**config.mk**
```make
export PLATFORM = sky130hd
export DESIGN_NAME = obcl_top
export DESIGN_NICKNAME = d
export VERILOG_FILES = /design/src/hw/obcl_fetch.v /design/src/hw/obcl_top.v
export VERILOG_INCLUDE_DIRS = /design/src /design/src/hw
export SDC_FILE = /design/constraint.sdc
export NUM_CORES = 1
export LEC_CHECK = 0
export BUFFER_PORTS_ARGS = -buffer_cell sky130_fd_sc_hd__buf_2
export CORE_ASPECT_RATIO = 0.7
export CORE_MARGIN = 4
export CORE_UTILIZATION = 50
export DETAILED_ROUTE_END_ITERATION = 7
export GPL_TIMING_DRIVEN = 0
export HOLD_SLACK_MARGIN = 0.02
export PLACE_DENSITY = 0.74
export SLEW_MARGIN = 5
export SYNTH_ARGS = -nofsm -noshare
export SYNTH_HDL_FRONTEND = slang
export SYNTH_HIERARCHICAL = 1
export SYNTH_SLANG_ARGS = --single-unit
```
**constraint.sdc**
```tcl
create_clock -name pclk -period 2.18 [get_ports pclk]
set_clock_uncertainty 0.05 [all_clocks]
set_input_delay 0.109 -clock pclk [delete_from_list [all_inputs] [get_ports pclk]]
set_output_delay 0.109 -clock pclk [all_outputs]
set_load 0.01 [all_outputs]
```
**src/hw/obcl_regs.vh**
```
`ifndef OBCL_REGS_VH
`define OBCL_REGS_VH

// Flash locations of the four option bytes, primary and boot-swap copy.
`define OBCL_PRI_BASE 20'h000C0
`define OBCL_ALT_BASE 20'h010C0
`define OBCL_NUM_BYTES 2'h3

// Option byte register indices; byte address is four times the index.
`define OBCL_IDX_WDOG 12'h0C0
`define OBCL_IDX_LVD 12'h0C1
`define OBCL_IDX_RSVD 12'h0C2
`define OBCL_IDX_DBG 12'h0C3

// Block registers at byte addresses.
`define OBCL_ADDR_STATUS 12'h000
`define OBCL_ADDR_MASK 12'h004
`define OBCL_ADDR_CTRL 12'h008
`define OBCL_ADDR_CONFIG 12'h00C

// Watchdog option byte fields.
`define OBCL_WD_IRQ 7
`define OBCL_WD_WIN_HI 6
`define OBCL_WD_WIN_LO 5
`define OBCL_WD_RUN 4
`define OBCL_WD_OVF_HI 3
`define OBCL_WD_OVF_LO 1
`define OBCL_WD_STBY 0

// Low-voltage and debug option byte fields, fixed patterns and full window code.
`define OBCL_LV_OFF 0
`define OBCL_LV_FIXED 7'h7F
`define OBCL_RSVD_FIXED 8'hFF
`define OBCL_DBG_ERASE 0
`define OBCL_DBG_EN 7
`define OBCL_DBG_FIXED_HI 3'h0
`define OBCL_WIN_FULL 2'h3

// Status and mask bits.
`define OBCL_ST_LOADED 0
`define OBCL_ST_PATERR 1
`define OBCL_ST_DBGBAD 2
`define OBCL_ST_LVDOK 3
`define OBCL_ST_W 4

// Reset values.
`define OBCL_STATUS_RST 4'h0
`define OBCL_MASK_RST 4'h0
`define OBCL_BYTES_RST 32'hFFFFFFFF

// Detector settling time after a fast restart: 200 us at 200 MHz.
`define OBCL_LVD_SETTLE_CYC 16'h9C40

`endif

```
**src/hw/obcl_fetch.v**
```verilog
`timescale 1ns/100ps
`include "obcl_regs.vh"

module obcl_fetch (
    input wire pclk,
    input wire presetn,
    input wire boot_swap,
    output reg flash_rd_r,
    output reg [19:0] flash_addr_r,
    input wire [7:0] flash_rdata,
    input wire flash_rvalid,
    output reg [31:0] bytes_r,
    output reg swap_used_r,
    output reg done_r
);
    localparam ST_IDLE = 3'b001;
    localparam ST_REQ = 3'b010;
    localparam ST_DONE = 3'b100;

    reg [2:0] state_r;
    reg [1:0] idx_r;
    reg [19:0] base_r;

    // Fetch runs once after each reset, then parks in done.
    always @(posedge pclk or negedge presetn) begin
        if (!presetn) begin
            state_r <= ST_IDLE;
            idx_r <= 2'h0;
            base_r <= `OBCL_PRI_BASE;
            swap_used_r <= 1'b0;
            flash_rd_r <= 1'b0;
            flash_addr_r <= 20'h00000;
            bytes_r <= `OBCL_BYTES_RST;
            done_r <= 1'b0;
        end else begin
            case (state_r)
                ST_IDLE: begin
                    // Boot swap source
                    base_r <= boot_swap ? `OBCL_ALT_BASE : `OBCL_PRI_BASE;
                    swap_used_r <= boot_swap;
                    flash_addr_r <= boot_swap ? `OBCL_ALT_BASE :
                                    `OBCL_PRI_BASE;
                    flash_rd_r <= 1'b1;
                    state_r <= ST_REQ;
                end
                ST_REQ: begin
                    if (flash_rvalid) begin
                        bytes_r[idx_r*8 +: 8] <= flash_rdata;
                        if (idx_r == `OBCL_NUM_BYTES) begin
                            flash_rd_r <= 1'b0;
                            done_r <= 1'b1;
                            state_r <= ST_DONE;
                        end else begin
                            idx_r <= idx_r + 2'h1;
                            flash_addr_r <= base_r +
                                {18'h00000, idx_r + 2'h1};
                        end
                    end
                end
                ST_DONE: begin
                    state_r <= ST_DONE;
                end
                default: begin
                    state_r <= ST_IDLE;
                end
            endcase
        end
    end
endmodule

```
**src/hw/obcl_top.v**
```verilog
// What this block does
// Option bytes are fetched and applied before the CPU is released.
// With boot swap, bytes come from the alternate flash copy.
// Interval-interrupt bit enables the watchdog 75% interval interrupt.
// Window field selects 25, 50, 75 or 100 percent open period.
// Window forced to 100 percent when standby running is off.
// Run-at-reset bit starts or keeps stopped the watchdog counter.
// Overflow field selects 2^10 up to 2^20 low-speed clock periods.
// Standby bit stops or keeps the counter running in HALT/STOP.
// Watchdog keeps counting during self-programming and EEPROM emulation.
// Low-voltage bit zero enables the detector by default at release.
// Programmer must write ones into bits 7 to 1 of that byte.
// No low-voltage detection while the detect-on bit is zero.
// Default start sets detect-on again when the CPU starts.
// Detection unreliable 200 us after watchdog or illegal-op reset.
// Reserved option byte and its copy must be programmed to FFH.
// Debug code: 00 off, 01 prohibited, 10 erase-on-fail, 11 no erase.
// Programmer must write 000010B into debug byte bits 6 to 1.
// Debug byte bits 3 to 1 may be overwritten, not trusted.
// Decoded configuration latched once per reset and then held.
`timescale 1ns/100ps
`include "obcl_regs.vh"

module obcl_top #(
    parameter [15:0] LVD_SETTLE_CYC = `OBCL_LVD_SETTLE_CYC
) (
    input wire pclk,
    input wire presetn,
    input wire [11:0] paddr,
    input wire psel,
    input wire penable,
    input wire pwrite,
    input wire [31:0] pwdata,
    output reg pready,
    output reg [31:0] prdata,
    output reg pslverr,
    input wire boot_swap,
    output wire flash_rd,
    output wire [19:0] flash_addr,
    input wire [7:0] flash_rdata,
    input wire flash_rvalid,
    input wire rst_by_wdog_or_illegal,
    input wire cpu_halt,
    input wire cpu_stop,
    output reg cpu_release,
    output reg wdog_count_en,
    output reg wdog_interval_irq_en,
    output reg [1:0] wdog_window_sel,
    output reg [4:0] wdog_overflow_exp,
    output reg lvd_enable,
    output reg lvd_unreliable,
    output reg dbg_enable,
    output reg dbg_erase_on_fail,
    output reg irq
);
    // One-hot address decode shared by read and write paths.
    localparam D_STATUS = 0;
    localparam D_MASK = 1;
    localparam D_CTRL = 2;
    localparam D_CONFIG = 3;
    localparam D_WDOG = 4;
    localparam D_LVD = 5;
    localparam D_RSVD = 6;
    localparam D_DBG = 7;

    function [7:0] obcl_dec;
        input [11:0] a;
        begin
            obcl_dec = 8'h00;
            case (a)
                `OBCL_ADDR_STATUS: obcl_dec[D_STATUS] = 1'b1;
                `OBCL_ADDR_MASK: obcl_dec[D_MASK] = 1'b1;
                `OBCL_ADDR_CTRL: obcl_dec[D_CTRL] = 1'b1;
                `OBCL_ADDR_CONFIG: obcl_dec[D_CONFIG] = 1'b1;
                (`OBCL_IDX_WDOG << 2): obcl_dec[D_WDOG] = 1'b1;
                (`OBCL_IDX_LVD << 2): obcl_dec[D_LVD] = 1'b1;
                (`OBCL_IDX_RSVD << 2): obcl_dec[D_RSVD] = 1'b1;
                (`OBCL_IDX_DBG << 2): obcl_dec[D_DBG] = 1'b1;
                default: obcl_dec = 8'h00;
            endcase
        end
    endfunction

    // Overflow exponent
    function [4:0] obcl_ovf_exp;
        input [2:0] code;
        begin
            case (code)
                3'h0: obcl_ovf_exp = 5'h0A;
                3'h1: obcl_ovf_exp = 5'h0B;
                3'h2: obcl_ovf_exp = 5'h0C;
                3'h3: obcl_ovf_exp = 5'h0D;
                3'h4: obcl_ovf_exp = 5'h0F;
                3'h5: obcl_ovf_exp = 5'h11;
                3'h6: obcl_ovf_exp = 5'h12;
                default: obcl_ovf_exp = 5'h14;
            endcase
        end
    endfunction

    // Bit 2 enable, bit 1 erase on failed check, bit 0 prohibited code.
    function [2:0] obcl_dbg_dec;
        input [7:0] b;
        begin
            obcl_dbg_dec[2] = b[`OBCL_DBG_EN];
            obcl_dbg_dec[1] = b[`OBCL_DBG_EN] & ~b[`OBCL_DBG_ERASE];
            obcl_dbg_dec[0] = ~b[`OBCL_DBG_EN] & b[`OBCL_DBG_ERASE];
        end
    endfunction

    wire [31:0] bytes;
    wire swap_used;
    wire fetch_done;

    obcl_fetch u_fetch (
        .pclk(pclk),
        .presetn(presetn),
        .boot_swap(boot_swap),
        .flash_rd_r(flash_rd),
        .flash_addr_r(flash_addr),
        .flash_rdata(flash_rdata),
        .flash_rvalid(flash_rvalid),
        .bytes_r(bytes),
        .swap_used_r(swap_used),
        .done_r(fetch_done)
    );

    wire [7:0] wd_byte = bytes[7:0];
    wire [7:0] lv_byte = bytes[15:8];
    wire [7:0] rs_byte = bytes[23:16];
    wire [7:0] dbg_byte = bytes[31:24];

    reg loaded_r;
    reg [7:0] opt_wd_r;
    reg [7:0] opt_lv_r;
    reg [7:0] opt_rs_r;
    reg [7:0] opt_dbg_r;
    reg detect_on_r;
    reg [3:0] status_r;
    reg [3:0] mask_r;
    reg [15:0] settle_cnt_r;

    wire load = fetch_done & ~loaded_r;
    wire [7:0] dec = obcl_dec(paddr);
    wire acc_done = psel & penable & pready;
    wire wr = acc_done & pwrite;
    wire setup_rd = psel & penable & ~pready;
    wire standby = cpu_halt | cpu_stop;
    wire [2:0] dbg_mode_new = obcl_dbg_dec(dbg_byte);
    wire [2:0] dbg_mode = obcl_dbg_dec(opt_dbg_r);
    wire [3:0] status_clr = (wr & dec[D_STATUS]) ? pwdata[3:0] : 4'h0;
    wire ro_hit = dec[D_CONFIG] | dec[D_WDOG] | dec[D_LVD] |
                  dec[D_RSVD] | dec[D_DBG];
    wire unmapped = (dec == 8'h00);

    // Fixed ones field checked
    // Reserved byte checked
    // Debug pattern checked
    // Overwritable debug bits skipped
    wire lv_pat_bad = (lv_byte[7:1] != `OBCL_LV_FIXED);
    wire rs_pat_bad = (rs_byte != `OBCL_RSVD_FIXED);
    wire dbg_pat_bad = (dbg_byte[6:4] != `OBCL_DBG_FIXED_HI);
    wire pat_err = lv_pat_bad | rs_pat_bad | dbg_pat_bad;
    // Prohibited debug code
    wire dbg_bad = dbg_mode_new[0];
    wire settle_end = lvd_unreliable &
                      (settle_cnt_r == LVD_SETTLE_CYC - 16'h0001);

    // Latch once per reset
    always @(posedge pclk or negedge presetn) begin
        if (!presetn) begin
            loaded_r <= 1'b0;
            opt_wd_r <= 8'hFF;
            opt_lv_r <= 8'hFF;
            opt_rs_r <= 8'hFF;
            opt_dbg_r <= 8'h00;
        end else if (load) begin
            loaded_r <= 1'b1;
            opt_wd_r <= wd_byte;
            opt_lv_r <= lv_byte;
            opt_rs_r <= rs_byte;
            opt_dbg_r <= dbg_byte;
        end
    end

    // Configuration outputs follow the latched bytes, one cycle behind.
    always @(posedge pclk or negedge presetn) begin
        if (!presetn) begin
            cpu_release <= 1'b0;
            lvd_enable <= 1'b0;
        end else begin
            // Release after apply
            cpu_release <= loaded_r;
            // Detection follows detect-on
            lvd_enable <= loaded_r & detect_on_r;
        end
    end

    // Watchdog settings; the counter itself lives outside this block.
    always @(posedge pclk or negedge presetn) begin
        if (!presetn) begin
            wdog_count_en <= 1'b0;
            wdog_interval_irq_en <= 1'b0;
            wdog_window_sel <= `OBCL_WIN_FULL;
            wdog_overflow_exp <= 5'h00;
        end else begin
            // Interval interrupt
            wdog_interval_irq_en <= loaded_r & opt_wd_r[`OBCL_WD_IRQ];
            // Window select
            // Forced full window
            wdog_window_sel <= opt_wd_r[`OBCL_WD_STBY] ?
                opt_wd_r[`OBCL_WD_WIN_HI:`OBCL_WD_WIN_LO] : `OBCL_WIN_FULL;
            wdog_overflow_exp <=
                obcl_ovf_exp(opt_wd_r[`OBCL_WD_OVF_HI:`OBCL_WD_OVF_LO]);
            // Run at reset
            // Standby gating
            // Self-programming never gates
            wdog_count_en <= loaded_r & opt_wd_r[`OBCL_WD_RUN] &
                ~(standby & ~opt_wd_r[`OBCL_WD_STBY]);
        end
    end

    // Debug decode; code 01 is prohibited and treated as disabled.
    always @(posedge pclk or negedge presetn) begin
        if (!presetn) begin
            dbg_enable <= 1'b0;
            dbg_erase_on_fail <= 1'b0;
        end else begin
            // Debug decode
            dbg_enable <= loaded_r & dbg_mode[2];
            dbg_erase_on_fail <= loaded_r & dbg_mode[1];
        end
    end

    // Detect-on is software writable; the load wins over a write.
    always @(posedge pclk or negedge presetn) begin
        if (!presetn) begin
            detect_on_r <= 1'b0;
        end else if (load) begin
            // Default start
            // Re-set on start
            detect_on_r <= ~lv_byte[`OBCL_LV_OFF];
        end else if (wr & dec[D_CTRL]) begin
            detect_on_r <= pwdata[0];
        end
    end

    // Unreliable window
    always @(posedge pclk or negedge presetn) begin
        if (!presetn) begin
            lvd_unreliable <= 1'b0;
            settle_cnt_r <= 16'h0000;
        end else if (load) begin
            lvd_unreliable <= rst_by_wdog_or_illegal &
                              ~lv_byte[`OBCL_LV_OFF];
            settle_cnt_r <= 16'h0000;
        end else if (settle_end) begin
            lvd_unreliable <= 1'b0;
        end else if (lvd_unreliable) begin
            settle_cnt_r <= settle_cnt_r + 16'h0001;
        end
    end

    // Sticky status: a hardware set wins over a software clear.
    reg [3:0] status_set;
    always @* begin
        status_set = 4'h0;
        status_set[`OBCL_ST_LOADED] = load;
        status_set[`OBCL_ST_PATERR] = load & pat_err;
        status_set[`OBCL_ST_DBGBAD] = load & dbg_bad;
        status_set[`OBCL_ST_LVDOK] = settle_end;
    end

    always @(posedge pclk or negedge presetn) begin
        if (!presetn) begin
            status_r <= `OBCL_STATUS_RST;
        end else begin
            status_r <= (status_r & ~status_clr) | status_set;
        end
    end

    always @(posedge pclk or negedge presetn) begin
        if (!presetn) begin
            mask_r <= `OBCL_MASK_RST;
        end else if (wr & dec[D_MASK]) begin
            mask_r <= pwdata[3:0];
        end
    end

    // Level interrupt, registered so the pin comes from a flip-flop.
    always @(posedge pclk or negedge presetn) begin
        if (!presetn) begin
            irq <= 1'b0;
        end else begin
            irq <= |(status_r & mask_r);
        end
    end

    // APB slave: one wait state, read data registered with pready.
    reg [31:0] rd_mux;
    always @* begin
        rd_mux = 32'h00000000;
        case (1'b1)
            dec[D_STATUS]: rd_mux = {28'h0000000, status_r};
            dec[D_MASK]: rd_mux = {28'h0000000, mask_r};
            dec[D_CTRL]: rd_mux = {31'h00000000, detect_on_r};
            dec[D_CONFIG]: rd_mux = {
                16'h0000,
                swap_used,
                dbg_erase_on_fail,
                dbg_enable,
                lvd_unreliable,
                lvd_enable,
                wdog_overflow_exp,
                wdog_window_sel,
                wdog_interval_irq_en,
                wdog_count_en,
                cpu_release,
                loaded_r
            };
            dec[D_WDOG]: rd_mux = {24'h000000, opt_wd_r};
            dec[D_LVD]: rd_mux = {24'h000000, opt_lv_r};
            dec[D_RSVD]: rd_mux = {24'h000000, opt_rs_r};
            dec[D_DBG]: rd_mux = {24'h000000, opt_dbg_r};
            default: rd_mux = 32'h00000000;
        endcase
    end

    always @(posedge pclk or negedge presetn) begin
        if (!presetn) begin
            pready <= 1'b0;
            prdata <= 32'h00000000;
        end else begin
            pready <= setup_rd;
            prdata <= (setup_rd & ~pwrite) ? rd_mux : 32'h00000000;
        end
    end

    // Unmapped addresses and writes to read-only bytes error out.
    always @(posedge pclk or negedge presetn) begin
        if (!presetn) begin
            pslverr <= 1'b0;
        end else begin
            pslverr <= setup_rd & (unmapped | (pwrite & ro_hit));
        end
    end
endmodule

```
# After elaboration in Yosys (flattened, before gate mapping)
# Index checks and enable logic that the tools add are counted.
# W data, S select, Z words.
[totals]
ff_bits = 187
word_cells = 159
out_inout_bits = 70
input_bits = 62
[classes]
n_mux = 38
shift = 2
n_bitwise = 45
n_eq_ne = 24
reduce_logical = 16
add_sub_neg = 4
[op_table]
columns = ["op", "n"]
rows = [
  ["$mux W16", 7],
  ["$eq A12 B10 Y1 const B", 4],
  ["$mux W20", 2],
  ["$pmux W20 S2", 1],
  ["$pmux W5 S7", 1],
  ["$neg A5 Y34", 1],
  ["$shift A8 B34 Y32 const A", 1],
  ["$shiftx A8 B34 Y32", 1],
  ["$bwmux W32", 1],
  ["$mux W32", 1],
  ["$mux W8", 4],
  ["$and A1 B1 Y1", 24],
  ["$eq A12 B4 Y1 const B", 2],
  ["$add A20 B2 Y20", 1],
  ["$add A16 B1 Y16 const B", 1],
  ["$eq A16 B16 Y1 const B", 1],
  ["$mux W1", 14],
  ["$mux W13", 1],
  ["$eq A12 B3 Y1 const B", 1],
  ["$eq A3 B3 Y1 const B", 4],
  ["$logic_not A12 Y1", 1],
  ["$reduce_and A3 Y1", 4],
  ["$eq A3 B2 Y1 const B", 3],
  ["$not A1 Y1", 9],
  ["22 further kinds", 39],
]

# Depth between registers and ports, before layout
[logic_depth]
ltp_word = 11
mapped_depth = 6
ltp_nobuf = 5

# Hierarchy
# The synthesis kept the hierarchy.
[modules_own_cells]
columns = ["module", "seq_area_each_um2", "area_each_um2", "cells_per_inst", "n_inst"]
rows = [
  ["obcl_top", 2309.7, 4300.4, 433, 1],
  ["obcl_fetch", 1142.3, 2235.9, 208, 1],
]

# Worst setup path before layout
# OpenSTA, ideal clock, no wires.
[synth_path]
path_type = "register -> register"
from = "reg u_fetch.idx_r[0]"
to = "reg u_fetch.bytes_r[24]"
path_buffers = 0
arrival_ps = 1709
stages_incl_launch_ff = 6
slack_ps = 360
required_time_ps = 2069
setup_ps = 61
path_cell_list = "dfrtp_1 -> inv_1 -> ha_1 -> nor3b_4 -> and4b_1 -> a22o_1"
[synth_via]
elab_chain_len = 3
elab_cells_between_ends = 4
classes_between = "add/sub (1); shift (2); mux (1)"
[synth_rtl]
columns = ["element", "line_no", "source"]
rows = [
  ["start, declared", "obcl_fetch.v:21", "reg [1:0] idx_r;"],
  ["start signal, assigned", "obcl_fetch.v:54", "idx_r <= idx_r + 2'h1;"],
  ["$neg A5 Y34 (*)", "obcl_fetch.v:48", "bytes_r[idx_r*8 +: 8] <= flash_rdata;"],
  ["$shiftx A8 B34 Y32 / $shift A8 B34 Y32 (equally long branches)", "obcl_fetch.v:48", ""],
  ["$bwmux W32 (*)", "obcl_fetch.v:48", ""],
  ["end signal, assigned", "obcl_fetch.v:33", "bytes_r <= `OBCL_BYTES_RST;"],
  ["end signal, assigned by index", "obcl_fetch.v:48", ""],
  ["end, declared", "obcl_fetch.v:12", "output reg [31:0] bytes_r,"],
]
# Mark *: on every way between the ends. The rest lies on a longest branch, timed or not.
# A chain may end at the register's enable or synchronous reset.

# Final worst setup path
[layout_path]
from = "reg u_fetch.idx_r[0]"
to = "reg u_fetch.bytes_r[26]"
# The elaborated chain is that of the path after synthesis.

==> results by group <==
Run status
  • Status: finished, final reports clean

Floorplan
  • Core Box Area: 12600 µm²
  • Top-level port count: 132
  • Initial Utilization: 51.9%
  • Die Y-Extent: 104 µm
  • Die W: 145 µm
  • Die area: 15000 µm²
  • Rows: 34

Synth
  • Yosys warning count: 6
  • Post-synth EDFFs: 0
  • Asr flop ratio synth: 100%
  • Cell Area, Synth: 6540 µm²
  • Main synth FF type: dfrtp_1
  • Post-synth top area cell: dfrtp_1
  • Main area contributors after synthesis: dfrtp_1 29%, dfstp_2 24%, nand2_1 6.9%
  • Post-synthesis cell type count: 70
  • Yosys reg bits: 135
  • Sequential fraction of the synthesis area: 52.8%
  • Syn Inst Count: 641
  • Syn Area/Cell: 10.2 µm²
  • Top-area cell type share of the netlist area: 29.1%

Global routing
  • First-pass GRT wire length: 27100 µm
  • Largest net degree at the start of global routing: 100
  • Gr ovfl total: 0
  • Total GRT Usage: 22.8%
  • Initial antenna violation count: 0
  • Vias in the first global route: 5215

STA
  • Crit share post-route: 92.8%
  • WHS: 0.0269 ns
  • Final hold violations: 0
  • RSZ-0062 raised after global routing: false
  • Final setup violation count: 0
  • Rel. slew slack: 49.1%
  • Slew Viols, Final: 0
  • Setup slack after layout: 0.157 ns
  • Worst-Margin Slew: 0.756 ns
  • Fmax: 494 MHz
  • Post-layout min period: 2.02 ns

Finish
  • Most common cell after layout, fill and taps aside: nand2_1
  • Final net count: 853
  • P&R area growth vs syn: 25.0%
  • Layout cell share with drive strength beyond 1: 30.0%
  • Commonest cells after routing, fill and taps aside: 120 x nand2_1, 82 x buf_2, 75 x dfrtp_1
  • Core Util, Final: 64.9%
  • Design area: 8170 µm²
  • Non-filler cells, final: 959
  • Ant diodes: 0

Route
  • DR WL/cell: 17.2 µm
  • Total wire length: 16500 µm
  • Vias: 5233
  • DRT Pass-1 Iters: 5
  • 1st-iter DRT viols: 348
  • Via density: 5.46
  • Drt drc: 0
  • Post-route antenna net violation count: 0

Worst setup path
  • CP max FO: 9
  • Worst Path Required: 2.49 ns
  • Worst Path Arrival: 2.33 ns
  • Crit path kind: reg2reg
  • Worst Setup End Kind: flop
  • Crit path launch type: flop
  • Setup slack, reg-to-reg: 0.16 ns

Clock tree
  • Clk slew on worst S/H paths: 0.06 ns
  • Later-pin clock latency in the skew report: 0.42 ns
  • H-tree Lvls: 4
  • Number of buffers created by CTS: 17
  • CTS tree: built
  • Clock sink count: 135
  • CTS max path bufs: 2
  • Root buffer cell: clkbuf_16

Power
  • Max VDD drop: 0.706 mV
  • Leakage Power: 4.07 nW
  • Power density cells: 782 nW/µm²

Placement
  • Port Buf Inserts: 71
  • Gpl congestion: 0.888
  • Place WS: 0.0847 ns
  • DP Cell Count: 904
  • DP HPWL: 11700 µm
  • Placed Area: 7240 µm²

Worst hold path
  • Min-delay worst type: in2reg

Flow run
  • Max-Cap Viols: 0
==> synthesized netlist by cell type (all sizes together), types with 3 or more instances <==
library cell,number
a21oi,18
a22o,8
a22oi,6
a41oi,3
and2,19
and3,7
buf,51
clkbuf,11
dfrtp,76
dfstp,59
ha,7
inv,32
mux2,8
mux2i,7
mux4,7
nand2,121
nand2b,10
nand3,14
nand4,28
nor2,22
nor2b,7
nor3,3
nor3b,7
nor4,8
o211ai,3
o21ai,48
o31ai,4
or3,5
xnor2,7
==> flip-flops by register name, summed over array words and instances (netlist names), 2 cells and up <==
name	cells
opt_wd_r	8
wdog_window_sel	2
settle_cnt_r	16
status_r	4
u_fetch/flash_addr_r	4
u_fetch/bytes_r	32
mask_r	4
u_fetch/state_r	3
opt_dbg_r	8
opt_lv_r	8
opt_rs_r	8
wdog_overflow_exp	5
prdata	16
u_fetch/idx_r	2
==> routing by layer <==
| metal | up-vias | share of wire [%] | GRT usage [%] |
|---|---|---|---|
| met2 | 208 | 45 | 34.0 |
| li1 | 2443 | - | - |
| met4 | 0 | 1.3 | 5.66 |
| met5 | - | 0 | 0 |
| met1 | 2561 | 47 | 33.1 |
| met3 | 21 | 7.3 | 6.08 |
==> power by group <==
part           internal [mW]  switching, mW
combinational          0.171          0.214
sequential              2.55         0.0603
clock                   2.27           1.12
==> layout make-up <==
cell class / instances / area [µm²]
clock buffer: 17 / 425
tap: 162 / 203
timing repair buffer: 95 / 617
sequential: 135 / 3450
clock inverter: 15 / 274
buffer: 62 / 387
fill: 1006 / 4420
inverter: 32 / 120
multi-input combinational: 441 / 2690
==> critical path, cell delays in order, from the launching register on <==
cell,delay [ns]
dfrtp_2,0.48
inv_1,0.16
ha_1,0.46
nor3b_4,0.34
and4b_1,0.32
a22o_1,0.15
==> through the flow <==
step | TNS, ns | power, mW
after floorplan | 0 | 2.84
after global placement | -56.02 | 2.97
after detailed placement | 0 | 3.00
after CTS | 0 | 6.42
after global routing | 0 | 6.58
final | 0 | 6.39
==> kinds of logic after synthesis <==
family,synth area share (%)
xor gates and xnor gates,0.938
other,0.115
buffers and inverters,7.75
AOI/OAI and AO/OA,9.82
and+or+nand+nor,22.4
muxes,4.86
adders and majority gates,1.34
DFF,52.8
==> worst paths after layout <==
path	cells after the start	start	end
max in group asynchronous	3	presetn	u_fetch/idx_r[0]$_DFFE_PN0P_
setup reg to reg	5	u_fetch/idx_r[0]$_DFFE_PN0P_	u_fetch/bytes_r[26]$_DFFE_PN1P_
hold reg to reg	2	u_fetch/bytes_r[3]$_DFFE_PN1P_	opt_wd_r[3]$_DFFE_PN1P_
hold / removal	3	rst_by_wdog_or_illegal	lvd_unreliable$_DFFE_PN0P_
setup / recovery	5	u_fetch/idx_r[0]$_DFFE_PN0P_	u_fetch/bytes_r[26]$_DFFE_PN1P_
min in group asynchronous	2	presetn	prdata[9]$_DFF_PN0_
==> timing repair <==
item | CTS | global route
buffers inserted | 0 | 1
hold buffers | 22 | 0
hold endpoints to repair | 123 | 0
resized for setup | 0 | 2
endpoints found under the setup margin | 0 | 19
No activity file was read; power rests on OpenSTA's default activity.
